$ cat config.mk
export PLATFORM = sky130hd
export DESIGN_NAME = xrm_top
export DESIGN_NICKNAME = d
export VERILOG_FILES = /design/src/include/xrm_pkg.sv /design/src/xrm_clip_meter.sv /design/src/xrm_sat_add.sv /design/src/xrm_top.sv
export SDC_FILE = /design/constraint.sdc
export NUM_CORES = 1
export LEC_CHECK = 0
export ABC_CLOCK_PERIOD_IN_PS = 12800
export BUFFER_PORTS_ARGS = -buffer_cell sky130_fd_sc_hd__buf_2
export CAP_MARGIN = 20
export CORE_ASPECT_RATIO = 0.6
export CORE_MARGIN = 2
export CORE_UTILIZATION = 40
export DETAILED_ROUTE_END_ITERATION = 8
export SYNTH_ARGS = -nofsm -noshare
export SYNTH_HDL_FRONTEND = slang
export SYNTH_SLANG_ARGS = --single-unit
$ cat constraint.sdc
create_clock -name core_clk -period 12.8 [get_ports core_clk]
set_clock_uncertainty 0.2 [all_clocks]
set_input_delay 3.2 -clock core_clk [delete_from_list [all_inputs] [get_ports core_clk]]
set_output_delay 3.2 -clock core_clk [all_outputs]
set_load 0.01 [all_outputs]
$ cat src/include/xrm_pkg.sv
package xrm_pkg;
  localparam int unsigned CLK_HZ = 250_000_000;
  localparam int unsigned CLK_PERIOD_NS = 4;
  localparam int unsigned RATE_INT_HZ = 48_000;
  localparam int unsigned RATE_MIN_HZ = 32_000;
  localparam int unsigned TICK_CYC = CLK_HZ / RATE_INT_HZ;
  localparam int unsigned PER_MIN_CYC = CLK_HZ / RATE_INT_HZ;
  localparam int unsigned PER_MAX_CYC = CLK_HZ / RATE_MIN_HZ;
  localparam int unsigned LOCK_TOL_CYC = 16;
  localparam logic [7:0] COEF_RATE_KHZ = 8'h30;
  localparam logic [4:0] IN_EQ_BANDS = 5'h08;
  localparam logic [4:0] EQA_BANDS = 5'h10;
  localparam logic [4:0] NO_EQ_BANDS = 5'h00;
  localparam logic [2:0] OUT_EQ_BANDS = 3'h5;
  localparam int unsigned ADDR_W = 8;
  localparam logic [7:0] CTRL_OFS = 8'h00;
  localparam logic [7:0] FILT_OFS = 8'h04;
  localparam logic [7:0] STAT_OFS = 8'h1c;
  localparam int unsigned CTRL_MODE_LSB = 0;
  localparam int unsigned CTRL_POST = 3;
  localparam int unsigned CTRL_GANG = 4;
  localparam int unsigned CTRL_EQA = 5;
  localparam int unsigned CTRL_AUX5 = 6;
  localparam int unsigned CTRL_AUX6 = 7;
  localparam int unsigned CTRL_ROUTE_LSB = 8;
  localparam int unsigned FILT_HP_LSB = 0;
  localparam int unsigned FILT_LP_LSB = 3;
  localparam int unsigned STAT_LOCK = 0;
  localparam int unsigned STAT_OFFER = 1;
  localparam int unsigned STAT_MTR_A_LSB = 4;
  localparam int unsigned STAT_MTR_B_LSB = 8;
  localparam int unsigned STAT_HP6_LSB = 16;
  localparam int unsigned STAT_LP6_LSB = 24;
  localparam logic [5:0] FILT_RST = 6'h00;
  localparam logic [23:0] THR_M24 = 24'h08138c;
  localparam logic [23:0] THR_M12 = 24'h202750;
  localparam logic [23:0] THR_M6 = 24'h4026e7;
  localparam logic [23:0] THR_CLIP = 24'h5a9df7;
  localparam int unsigned HOLD_TICKS = 2400;

  typedef enum logic [2:0]
  {
    XRM_M2X2 = 3'b000,
    XRM_M2X3 = 3'b001,
    XRM_M4P2 = 3'b011,
    XRM_M5P1 = 3'b010,
    XRM_M6 = 3'b110
  } xrm_mode_t;

  typedef enum logic [1:0]
  {
    route_analog_to_analog = 2'b00,
    route_analog_to_digital = 2'b01,
    route_digital_to_analog = 2'b10,
    route_digital_to_digital = 2'b11
  } xrm_route_t;

  typedef enum logic [1:0]
  {
    src_a = 2'b00,
    src_b = 2'b01,
    src_sum = 2'b11
  } xrm_src_t;

  typedef enum logic [2:0]
  {
    flt_bes12 = 3'h0,
    flt_bes18 = 3'h1,
    flt_bes24 = 3'h2,
    flt_btw12 = 3'h3,
    flt_btw18 = 3'h4,
    flt_btw24 = 3'h5,
    flt_lr24 = 3'h6
  } xrm_flt_t;

  function automatic logic xrm_mode_ok(logic [2:0] m);
    return m inside {XRM_M2X2, XRM_M2X3, XRM_M4P2, XRM_M5P1, XRM_M6};
  endfunction : xrm_mode_ok

  function automatic logic xrm_tap_offered(xrm_mode_t m, logic aux5, logic aux6);
    return (m == XRM_M2X2) || (m == XRM_M4P2 && (aux5 || aux6)) || (m == XRM_M5P1 && aux6);
  endfunction : xrm_tap_offered

  function automatic logic xrm_eqa_ok(xrm_mode_t m);
    return m inside {XRM_M4P2, XRM_M5P1, XRM_M6};
  endfunction : xrm_eqa_ok

  function automatic xrm_src_t xrm_src_of(xrm_mode_t m, logic [2:0] idx, logic aux5, logic aux6);
    xrm_src_t s;
    s = src_a;
    case (m)
      XRM_M2X2: s = (idx < 3'd2) ? src_a : ((idx < 3'd4) ? src_b : src_sum);
      XRM_M2X3: s = (idx < 3'd3) ? src_a : src_b;
      XRM_M4P2:
      begin
        if (idx < 3'd4)
          s = src_a;
        else if (idx == 3'd4)
          s = aux5 ? src_sum : src_b;
        else
          s = aux6 ? src_sum : src_b;
      end
      XRM_M5P1: s = (idx < 3'd5) ? src_a : (aux6 ? src_sum : src_b);
      default: s = src_a;
    endcase
    return s;
  endfunction : xrm_src_of
endpackage : xrm_pkg

$ cat src/xrm_clip_meter.sv
`timescale 1ns/1ps
module xrm_clip_meter (
  input wire logic core_clk,
  input wire logic sys_rst,
  input wire logic tick,
  input wire logic [23:0] sample,
  input wire logic dig_clip,
  output logic [3:0] meter
);
  import xrm_pkg::*;

  typedef struct packed {
    logic [3:0] meter;
    logic [11:0] hold;
  } xrm_mtr_t;

  xrm_mtr_t q;
  xrm_mtr_t d;
  logic [23:0] mag;
  logic [3:0] now;

  always_comb
  begin
    d = q;
    mag = sample[23] ? ~sample : sample;
    // clip step lights 3 dB early so the red still leaves margin
    now = {mag >= THR_CLIP, mag >= THR_M6, mag >= THR_M12, mag >= THR_M24};
    if (dig_clip)
      now = 4'h8;
    if (tick)
    begin
      if (q.hold == 12'h000 || dig_clip)
      begin
        d.meter = now;
        d.hold = (|now) ? 12'(HOLD_TICKS) : 12'h000;
      end
      else
      begin
        d.meter = q.meter[3] && !q.meter[2] ? q.meter : (q.meter | now);
        d.hold = q.hold - 12'h001;
      end
    end
  end

  always_ff @(posedge core_clk)
  begin
    if (sys_rst)
      q <= '0;
    else
      q <= d;
  end

  assign meter = q.meter;
endmodule : xrm_clip_meter

$ cat src/xrm_sat_add.sv
`timescale 1ns/1ps
module xrm_sat_add #(
  parameter int W = 24
) (
  input wire logic [W-1:0] a,
  input wire logic [W-1:0] b,
  output logic [W-1:0] sum,
  output logic ovf
);
  logic [W:0] raw;

  always_comb
  begin
    raw = {a[W-1], a} + {b[W-1], b};
    ovf = raw[W] ^ raw[W-1];
    // clip to full scale rather than wrap, a wrapped sum would slam the speakers
    if (ovf)
      sum = raw[W] ? {1'b1, {(W-1){1'b0}}} : {1'b0, {(W-1){1'b1}}};
    else
      sum = raw[W-1:0];
  end
endmodule : xrm_sat_add

$ cat src/xrm_top.sv
// Behaviour
// - two-by-two mode: A feeds outputs 1 low, 2 high; B feeds 3 low, 4 high.
// - two-by-two mode: outputs 5 and 6 take the A+B sum, 5 as sub.
// - sum tap pre or post input eq; toggling leaves filter settings untouched.
// - two-by-three mode: A feeds outputs 1-3, B feeds outputs 4-6.
// - ganging links pairs 1/4, 2/5, 3/6; a change on one hits both.
// - four-plus-two mode: A feeds 1-4; outputs 5, 6 take B or sum.
// - four-plus-two: tap choice offered only when output 5 or 6 uses sum.
// - four, five and six way modes may move all sixteen eq bands to A.
// - five-plus-one: A feeds 1-5; output 6 takes B or sum, tap if sum.
// - six way mode: A feeds all six outputs, lowest sub at output 1.
// - with digital option, four routes: analog/digital in to analog/digital out.
// - input A always analog; input B analog or digital stereo per route.
// - digital out: connectors 1-3 carry channel pairs 1&2, 3&4, 5&6.
// - connectors 4-6 always carry only their own analog channel.
// - processing runs at 48 kHz; analog-in digital-out fixed at 48 kHz.
// - digital input locks to 32 to 48 kHz; output uses that rate.
// - coefficients and delays always assume 48 kHz, no rate compensation.
// - meter shows clip 3 dB before true clipping.
// - digital clipping lights top meter step alone.
// - high and low pass set apart: bessel/butterworth 12-24, or lr24.
// - turnover reported at -3 dB, except lr24 reported at -6 dB.
// - each output five eq bands, delay, limiter, invert; inputs eight eq bands.
//
// Chosen here: strobed register access and the register offsets.
`timescale 1ns/1ps
module xrm_top #(
  parameter int W = 24,
  parameter bit AES_FITTED = 1'b1,
  parameter int unsigned TICK_CYC_P = xrm_pkg::TICK_CYC,
  parameter int unsigned PER_MIN_P = xrm_pkg::PER_MIN_CYC,
  parameter int unsigned PER_MAX_P = xrm_pkg::PER_MAX_CYC
) (
  input wire logic core_clk,
  input wire logic sys_rst,
  input wire logic [xrm_pkg::ADDR_W-1:0] reg_addr,
  input wire logic [31:0] reg_wdata,
  input wire logic reg_wr,
  input wire logic reg_rd,
  output logic [31:0] reg_rdata,
  input wire logic [W-1:0] a_pre,
  input wire logic [W-1:0] a_post,
  input wire logic [W-1:0] b_pre,
  input wire logic [W-1:0] b_post,
  input wire logic [W-1:0] b_dig,
  input wire logic b_dig_valid,
  output logic [5:0][W-1:0] out_ch,
  output logic out_valid,
  output logic [2:0] conn_dig_en,
  output logic b_dig_sel,
  output logic rate_locked,
  output logic [7:0] coef_rate_khz,
  output logic [5:0][5:0] filt_cfg,
  output logic [5:0] hp_at_6db,
  output logic [5:0] lp_at_6db,
  output logic [4:0] eq_bands_a,
  output logic [4:0] eq_bands_b,
  output logic [2:0] out_eq_bands,
  output logic [3:0] meter_a,
  output logic [3:0] meter_b
);
  import xrm_pkg::*;

  typedef struct packed {
    xrm_mode_t mode;
    logic post;
    logic gang;
    logic eqa;
    logic aux5;
    logic aux6;
    xrm_route_t route;
    logic [5:0][5:0] filt;
    logic [5:0] hp6;
    logic [5:0] lp6;
    logic [5:0][W-1:0] outs;
    logic out_valid;
    logic [15:0] div;
    logic [15:0] per;
    logic locked;
    logic [31:0] rdata;
    logic [4:0] eq_a;
    logic [4:0] eq_b;
  } xrm_state_t;

  xrm_state_t q;
  xrm_state_t d;
  logic [W-1:0] b_pre_sel;
  logic [W-1:0] sum_pre;
  logic [W-1:0] sum_post;
  logic ovf_pre;
  logic ovf_post;
  logic tick;
  logic int_tick;
  logic dig_in;
  logic [3:0] mtr_a;
  logic [3:0] mtr_b;

  assign dig_in = q.route[1];
  // digital stream replaces analog B only on digital-in routes
  assign b_pre_sel = dig_in ? b_dig : b_pre;
  assign int_tick = (q.div == 16'(TICK_CYC_P - 1));
  // unlocked digital input falls back to the internal rate rather than stall
  assign tick = (dig_in && q.locked) ? b_dig_valid : int_tick;

  xrm_sat_add #(.W(W)) u_sum_pre (
    .a(a_pre),
    .b(b_pre_sel),
    .sum(sum_pre),
    .ovf(ovf_pre)
  );

  xrm_sat_add #(.W(W)) u_sum_post (
    .a(a_post),
    .b(b_post),
    .sum(sum_post),
    .ovf(ovf_post)
  );

  xrm_clip_meter u_mtr_a (
    .core_clk(core_clk),
    .sys_rst(sys_rst),
    .tick(tick),
    .sample(a_post[W-1 -: 24]),
    .dig_clip(q.post ? ovf_post : ovf_pre),
    .meter(mtr_a)
  );

  xrm_clip_meter u_mtr_b (
    .core_clk(core_clk),
    .sys_rst(sys_rst),
    .tick(tick),
    .sample(b_post[W-1 -: 24]),
    .dig_clip(q.post ? ovf_post : ovf_pre),
    .meter(mtr_b)
  );

  always_comb
  begin
    logic [2:0] idx;
    logic [2:0] pair;
    logic [5:0] val;
    xrm_src_t s;
    idx = 3'h0;
    pair = 3'h0;
    val = 6'h00;
    s = src_a;
    d = q;
    d.out_valid = 1'b0;
    d.rdata = 32'h0000_0000;
    d.div = int_tick ? 16'h0000 : q.div + 16'h0001;
    // lock window on the measured frame period, with slack for jitter
    if (b_dig_valid)
    begin
      d.per = 16'h0000;
      d.locked = (q.per >= 16'(PER_MIN_P - LOCK_TOL_CYC))
        && (q.per <= 16'(PER_MAX_P + LOCK_TOL_CYC));
    end
    else if (q.per > 16'(PER_MAX_P + LOCK_TOL_CYC))
      d.locked = 1'b0;
    else
      d.per = q.per + 16'h0001;
    if (reg_wr && reg_addr == CTRL_OFS)
    begin
      if (xrm_mode_ok(reg_wdata[CTRL_MODE_LSB +: 3]))
        d.mode = xrm_mode_t'(reg_wdata[CTRL_MODE_LSB +: 3]);
      d.aux5 = reg_wdata[CTRL_AUX5];
      d.aux6 = reg_wdata[CTRL_AUX6];
      d.post = reg_wdata[CTRL_POST];
      d.gang = reg_wdata[CTRL_GANG];
      d.eqa = reg_wdata[CTRL_EQA];
      d.route = AES_FITTED ? xrm_route_t'(reg_wdata[CTRL_ROUTE_LSB +: 2])
        : route_analog_to_analog;
    end
    // the tap bit lives apart from the filter bank, so flipping it leaves eq alone
    d.post = d.post && xrm_tap_offered(d.mode, d.aux5, d.aux6);
    d.gang = d.gang && (d.mode == XRM_M2X2 || d.mode == XRM_M2X3);
    d.eqa = d.eqa && xrm_eqa_ok(d.mode);
    d.eq_a = d.eqa ? EQA_BANDS : IN_EQ_BANDS;
    d.eq_b = d.eqa ? NO_EQ_BANDS : IN_EQ_BANDS;
    if (reg_wr && reg_addr >= FILT_OFS && reg_addr < STAT_OFS && reg_addr[1:0] == 2'b00)
    begin
      idx = 3'(8'(reg_addr - FILT_OFS) >> 2);
      pair = (idx < 3'd3) ? idx + 3'd3 : idx - 3'd3;
      val = q.filt[idx];
      // undefined slope codes are dropped, the section keeps its last shape
      if (reg_wdata[FILT_HP_LSB +: 3] <= flt_lr24)
        val[FILT_HP_LSB +: 3] = reg_wdata[FILT_HP_LSB +: 3];
      if (reg_wdata[FILT_LP_LSB +: 3] <= flt_lr24)
        val[FILT_LP_LSB +: 3] = reg_wdata[FILT_LP_LSB +: 3];
      d.filt[idx] = val;
      if (q.gang)
        d.filt[pair] = val;
    end
    for (int i = 0; i < 6; i++)
    begin
      d.hp6[i] = (d.filt[i][FILT_HP_LSB +: 3] == flt_lr24);
      d.lp6[i] = (d.filt[i][FILT_LP_LSB +: 3] == flt_lr24);
    end
    if (tick)
    begin
      d.out_valid = 1'b1;
      for (int i = 0; i < 6; i++)
      begin
        s = xrm_src_of(q.mode, 3'(i), q.aux5, q.aux6);
        case (s)
          src_a: d.outs[i] = a_post;
          src_b: d.outs[i] = b_post;
          src_sum: d.outs[i] = q.post ? sum_post : sum_pre;
          default: d.outs[i] = a_post;
        endcase
      end
    end
    if (reg_rd)
    begin
      if (reg_addr == CTRL_OFS)
      begin
        d.rdata[CTRL_MODE_LSB +: 3] = q.mode;
        d.rdata[CTRL_POST] = q.post;
        d.rdata[CTRL_GANG] = q.gang;
        d.rdata[CTRL_EQA] = q.eqa;
        d.rdata[CTRL_AUX5] = q.aux5;
        d.rdata[CTRL_AUX6] = q.aux6;
        d.rdata[CTRL_ROUTE_LSB +: 2] = q.route;
      end
      else if (reg_addr >= FILT_OFS && reg_addr < STAT_OFS && reg_addr[1:0] == 2'b00)
        d.rdata[5:0] = q.filt[3'(8'(reg_addr - FILT_OFS) >> 2)];
      else if (reg_addr == STAT_OFS)
      begin
        d.rdata[STAT_LOCK] = q.locked;
        d.rdata[STAT_OFFER] = xrm_tap_offered(q.mode, q.aux5, q.aux6);
        d.rdata[STAT_MTR_A_LSB +: 4] = mtr_a;
        d.rdata[STAT_MTR_B_LSB +: 4] = mtr_b;
        d.rdata[STAT_HP6_LSB +: 6] = q.hp6;
        d.rdata[STAT_LP6_LSB +: 6] = q.lp6;
      end
    end
  end

  always_ff @(posedge core_clk)
  begin
    if (sys_rst)
    begin
      q <= '0;
      q.mode <= XRM_M2X2;
      q.route <= route_analog_to_analog;
      q.eq_a <= IN_EQ_BANDS;
      q.eq_b <= IN_EQ_BANDS;
      for (int i = 0; i < 6; i++)
        q.filt[i] <= FILT_RST;
    end
    else
      q <= d;
  end

  assign reg_rdata = q.rdata;
  assign out_ch = q.outs;
  assign out_valid = q.out_valid;
  // channel pairs ride connectors 1-3; connectors 4-6 have no digital lane at all
  assign conn_dig_en = {3{q.route[0]}};
  assign b_dig_sel = q.route[1];
  assign rate_locked = q.locked;
  // no rescaling at other rates, so filter points slide by the rate ratio
  assign coef_rate_khz = COEF_RATE_KHZ;
  assign filt_cfg = q.filt;
  assign hp_at_6db = q.hp6;
  assign lp_at_6db = q.lp6;
  assign eq_bands_a = q.eq_a;
  assign eq_bands_b = q.eq_b;
  assign out_eq_bands = OUT_EQ_BANDS;
  assign meter_a = mtr_a;
  assign meter_b = mtr_b;
endmodule : xrm_top

# After elaboration in Yosys (flattened, before gate mapping)
# Index checks and enable logic that the tools add are counted.
[classes]
n_mux = 64
eq_ne = 37
n_reduce_logical = 50
order_cmp = 20
add_sub_neg = 9
n_bitwise = 8
[ops]
columns = ["op", "n"]
rows = [
  ["case mux 24 bit (2 select lines)", 5],
  ["two-way mux 24 bit", 8],
  ["greater-or-equal comparator 24 x 23 -> 1 bit (second input constant)", 4],
  ["bitwise mux 36 bit", 2],
  ["two-way mux 36 bit", 2],
  ["adder 24 x 24 -> 25 bit", 2],
  ["greater-or-equal comparator 24 x 20 -> 1 bit (second input constant)", 2],
  ["greater-or-equal comparator 24 x 22 -> 1 bit (second input constant)", 2],
  ["two-way mux 16 bit", 3],
  ["inverter 24 bit", 2],
  ["== test 3 bit (second input constant)", 14],
  ["demux 6 bit (select 3 bit)", 2],
  ["adder 16 x 1 -> 16 bit (second input constant)", 2],
  ["logical NOT 12 bit", 2],
  ["two-way mux 12 bit", 2],
  ["two-way mux 6 bit", 4],
  ["subtractor 12 x 1 -> 12 bit (second input constant)", 2],
  ["two-way mux 2 bit", 11],
  ["two-way mux 10 bit", 2],
  ["two-way mux 4 bit", 5],
  ["logical AND 1 bit", 19],
  ["binary-select mux 6 bit (select 3 bit)", 1],
  ["== test 3 x 2 -> 1 bit (second input constant)", 6],
  ["two-way mux 3 bit", 6],
  ["38 further kinds", 78],
]
[word_totals]
output_inout_bits = 259
ff_bits = 286
wordCells = 221
input_bits = 165

# Logic depth before layout (Yosys ltp)
[logic_depth]
ltp_word = 11
ltp_mapped = 15
mapped_depth_nobuf = 12

# Modules after synthesis
# From an unflattened synthesis, not the netlist that was laid out.
[unflattened]
hier_cells = 2533
area_unflattened_um2 = 20494.7
[by_module_without_submodules]
columns = ["mod", "seq_area_each_um2", "cells_per_inst", "n_inst", "area_per_inst_um2"]
rows = [
  ["xrm_top", 4744.6, 1523, 1, 13043.8],
  ["xrm_clip_meter", 320.3, 212, 2, 1619.1],
  ["xrm_sat_add (u_sum_pre)", 0.0, 304, 1, 2301.0],
  ["xrm_sat_add (u_sum_post)", 0.0, 282, 1, 1911.8],
]

# Least setup slack after synthesis
# Ideal clock, no wire load.
[synth_path]
path_type = "input to register"
startpoint = "in b_dig[0]"
endpoint = "reg u_mtr_b.q[1] (netlist name)"
arrival_ps = 6187
setup_time_ps = 70
slack_ps = 6343
required_time_ps = 12530
path_buffers = 0
path_stages = 12
cell_sequence = "mux2_2 > ha_1 > fa_1 > a211oi_1 > o21ai_1 > o21ai_1 > o211ai_1 > a31oi_1 > xor2_1 > a21boi_2 > or4_1 > a21oi_1"
[synth_via]
elab_chain_cells = 6
[synth_lines]
columns = ["item", "line", "text"]
rows = [
  ["start: declaration", "xrm_top.sv:45", "input wire logic [W-1:0] b_dig,"],
  ["two-way mux 24 bit", "xrm_top.sv:100", "assign b_pre_sel = dig_in ? b_dig : b_pre;"],
  ["adder 24 x 24 -> 25 bit", "xrm_sat_add.sv:14", "raw = {a[W-1], a} + {b[W-1], b};"],
  ["bitwise XOR 1 bit", "xrm_sat_add.sv:15", "ovf = raw[W] ^ raw[W-1];"],
  ["two-way mux 1 bit", "xrm_top.sv:133", ".dig_clip(q.post ? ovf_post : ovf_pre),"],
  ["logical OR 1 bit", "xrm_clip_meter.sv:32", "if (q.hold == 12'h000 || dig_clip)"],
  ["two-way mux 16 bit", "xrm_clip_meter.sv:32", ""],
  ["end signal: assignment", "xrm_clip_meter.sv:48", "q <= '0;"],
  ["end signal: assignment", "xrm_clip_meter.sv:50", "q <= d;"],
  ["end: declaration", "xrm_clip_meter.sv:17", "xrm_mtr_t q;"],
]
# Every way passes these cells.
# A chain may end at the register's enable or synchronous reset.

# Final worst setup path
[layout_path]
startpoint = "in a_post[1]"
endpoint = "reg u_mtr_a.q (netlist bit u_mtr_a.meter[3])"
[layout_via]
elab_chain_cells = 7
elab_cells_between_ends = 13
cone_classes = "1 x add/sub; 1 x order compare; 1 x eq/ne; 5 x mux; 3 x bitwise; 2 x reduce/logical"
[layout_lines]
columns = ["item", "line", "text"]
rows = [
  ["start: declaration", "xrm_top.sv:42", "input wire logic [W-1:0] a_post,"],
  ["adder 24 x 24 -> 25 bit or inverter 24 bit (tied branches)", "xrm_sat_add.sv:14, xrm_clip_meter.sv:25", ""],
  ["bitwise XOR 1 bit or two-way mux 24 bit (tied branches)", "xrm_sat_add.sv:15, xrm_clip_meter.sv:25", ""],
  ["two-way mux 1 bit or greater-or-equal comparator 24 x 23 -> 1 bit (tied branches)", "xrm_top.sv:124, xrm_clip_meter.sv:27", ""],
  ["two-way mux 4 bit", "xrm_clip_meter.sv:28", "if (dig_clip)"],
  ["OR 4 bit", "xrm_clip_meter.sv:39", "d.meter = q.meter[3] && !q.meter[2] ? q.meter : (q.meter | now);"],
  ["two-way mux 4 bit", "xrm_clip_meter.sv:39", ""],
  ["two-way mux 16 bit", "xrm_clip_meter.sv:32", ""],
  ["end signal: assignment", "xrm_clip_meter.sv:48", ""],
  ["end signal: assignment", "xrm_clip_meter.sv:50", ""],
  ["end: declaration", "xrm_clip_meter.sv:17", ""],
]
# Parallel ways exist; a longest one is shown, timed or not. The select of a mux whose other input is x is not followed.

==> flow_summary.toml <==
[cts]
clock-sinks = 269
max-clock-path-buffers = 3
clkSlewWorstSetupHoldPaths_ns = 0.06
holdBufCountCts = 0
postCtsSetupRepairBufs = 0
clock_latency_ns = 0.57
cts_buffers = 28
cts_root_buf = "clkbuf_16"
h-tree-depth = 1
cts_resized = 0
cts_tree = "built"

[worst_setup_path]
cp_num_buf_inv = 2
worstPathCellList = "buf_2, ha_1, a211oi_1, o21ai_1, o311ai_1, o31ai_1, a31o_2, mux2i_4, buf_4, o21ai_2, a21oi_1, o32ai_1"
crit_arrival_ns = 7.54
max_stage_delay_ns = 0.87
slowest_stage = "o311ai_1"
path_class = "in -> reg"
start_kind = "primary input"
cp-end-kind = "flop"
worstPathMaxFanout = 26
cpLargestDelayFamily = "compound AO/OA/AOI/OAI gates"
cp.required_ns = 13.02

[finish]
final_common_cell = "buf_2"
syn2layout_area_growth_pct = 6.98
finalInstanceArea_sq_um = 19700
final_cell_mix = "buf_2 (374), dfxtp_1 (268), nand2_1 (234)"
drive_above_1_share = 0.208
diodes = 0
nNetsFinal = 2615
nFillCells = 4566

[flow_run]
cap_violations = 0

[global_route]
antenna_found_initial = 4
grt_pass1_vias = 16000
grt_overflow = 0
grt_pass1_wl_mm = 104
track_usage = 0.287
grt_max_degree = 106

[floorplanning]
start_util = 0.408
die-area_sq_um = 47700
io_pins = 424
core-area_sq_um = 45000
die_w_um = 281
rows = 60
fp.dieH_um = 170

[pwr]
pwr_density_cell_nw_per_um2 = 104
finalPower_uw = 2050
p_leak_uw = 0.00843
ir_drop_mv = 0.0830

[sta]
worst_slew_margin_rel = 0.241
rsz0062_at_grt = "false"
tightest_slew_ns = 1.14
timing.fmax_mhz = 137
hold_violations = 0
finalMaxSlewViolations = 0
finalCritPeriodShare = 0.572
fin_tns_setup_ns = 0
min_period_ns = 7.32
setup_violations = 0

[worst_hold_path]
hold_path.class = "reg -> reg"

[detailed_routing]
drc = 0
ant_nets = 0
post_drt_wl_per_cell_um = 23.9
first_pass_iters = 6
via_per_inst = 5.97
wl_mm = 71.5
drt_iter0_drc = 2198
vias = 17900

[synthesis]
synthesis.area_sq_um = 18400
seq_area_frac_synth = 0.293
synth-xor-area-share = 0.0366
synthSimpleGateAreaFrac = 0.188
synth-compound-area-share = 0.220
ys_ff_latch = 269
syn_area_per_cell_sq_um = 7.80
synth_edf_count = 0
yosysUniqueCellTypes = 90
synth_area_leader_cell = "dfxtp_1"
synth_ff_type = "dfxtp_1"
synth.top_cell.area_share = 0.293
synth_top_family_by_area = "compound AO/OA/AOI/OAI gates"
synthMuxAreaShare = 0.0681
synthCells = 2355
netlist_top_cells_area = "dfxtp_1 (29%), buf_4 (10%), nand2_1 (4.8%), mux2i_1 (4.4%), a21oi_1 (4.3%)"
ys_warn_count = 0
async_reset_ff_frac = 0
synth_adder_area_share = 0.0417

[placement]
post_dp_cell_area_sq_um = 18700
gp_congestion = 1.02
io_buffers = 375
hpwlAfterDp_mm = 52.9

[status]
outcome = "finished clean"
[worst paths after layout]
path / slack, ns / depth (start not counted) / start / to
worst max-delay path: 5.48 / 12 / a_post[1] / u_mtr_a.meter[3]$_SDFFE_PP0P_
worst min-delay path: 0.24 / 2 / out_ch[143]$_SDFFE_PP0P_ / out_ch[143]$_SDFFE_PP0P_
worst min register to register: 0.24 / 2 / out_ch[143]$_SDFFE_PP0P_ / out_ch[143]$_SDFFE_PP0P_
worst max register to register: 7.17 / 14 / b_dig_sel$_SDFFE_PP0P_ / u_mtr_a.meter[3]$_SDFFE_PP0P_
[sequential cells by signal, summed over array words and instances (netlist names), 4 cells and up]
name / count
q: 40
filt_cfg: 36
u_mtr_a.meter: 4
out_ch: 120
lp_at_6db: 6
hp_at_6db: 6
u_mtr_b.q: 12
reg_rdata: 24
u_mtr_b.meter: 4
u_mtr_a.q: 12
[cell usage after synthesis, types with 13 or more instances]
master      n
and2_1     20
dfxtp_1   269
o21ai_0   132
o211ai_1   17
mux2_2     26
a311oi_1   32
xor2_1     35
nand2_1   234
o31ai_1    13
a31oi_1    47
ha_1       58
nand4_1    17
nor2b_1    29
mux2i_1    80
buf_1      17
nand3_1    54
a21o_1     13
a21oi_1   159
inv_1      67
xnor2_1    40
nor4_1     18
nor3_1     66
clkbuf_1  130
nor2_1    202
a211oi_1   39
and3_1     28
buf_4     257
[per-layer routing]
metal | up-vias | track usage | wire (um)
li1 | 8236 | - | -
met1 | 8552 | 0.424 | 32800
met2 | 990 | 0.388 | 27700
met3 | 127 | 0.101 | 9160
met4 | 2 | 0.0718 | 1880
met5 | - | 0 | 13
[final cells by class]
type,count,area (sq um),area share
well taps,589,737,0.0375
multi-input cells,1625,10300,0.525
clock buffers,42,835,0.0424
inverters,69,259,0.0132
repair buffers,397,2050,0.104
flip-flops and latches,269,5390,0.274
clock inverters,6,61.3,0.00312
[power by group]
| part | leakage (uW) | total [uW] | internal [uW] | switching (uW) |
|---|---|---|---|---|
| Sequential | 0.00217 | 840 | 838 | 1.23 |
| Combinational | 0.00582 | 391 | 124 | 267 |
| Clock | 0.000439 | 815 | 467 | 348 |
| Total | 0.00843 | 2050 | 1430 | 616 |
[worst min-delay path, cell delays in order (launching register included)]
cell	delay [ns]
dfxtp_1	0.31
nand2_1	0.05
nand2_1	0.04
[stage by stage]
| step | worst slack, ns | util | hold WS, ns | instances |
|---|---|---|---|---|
| 6_report | 5.48 | 0.437 | 0.243 | 2997 |
| 3_5_place_dp | 5.14 | 0.416 | 0.235 | 2947 |
| 4_1_cts | 5.72 | 0.436 | 0.246 | 2995 |
| 3_3_place_gp | 5.20 | 0.416 | 0.229 | 2947 |
| 2_1_floorplan | 6.34 | - | 0.218 | 2379 |
| 5_1_grt | 5.37 | 0.437 | 0.267 | 2997 |
[logic make-up after synthesis]
family,after synthesis
AO/OA/AOI/OAI,614
XOR/XNOR,76
adder cells (fa/ha/maj),60
buffers and inverters,485
flip-flops,269
multiplexers,113
other,2
AND/OR/NAND/NOR,736
Note: power is estimated with default switching activity, not from simulation.
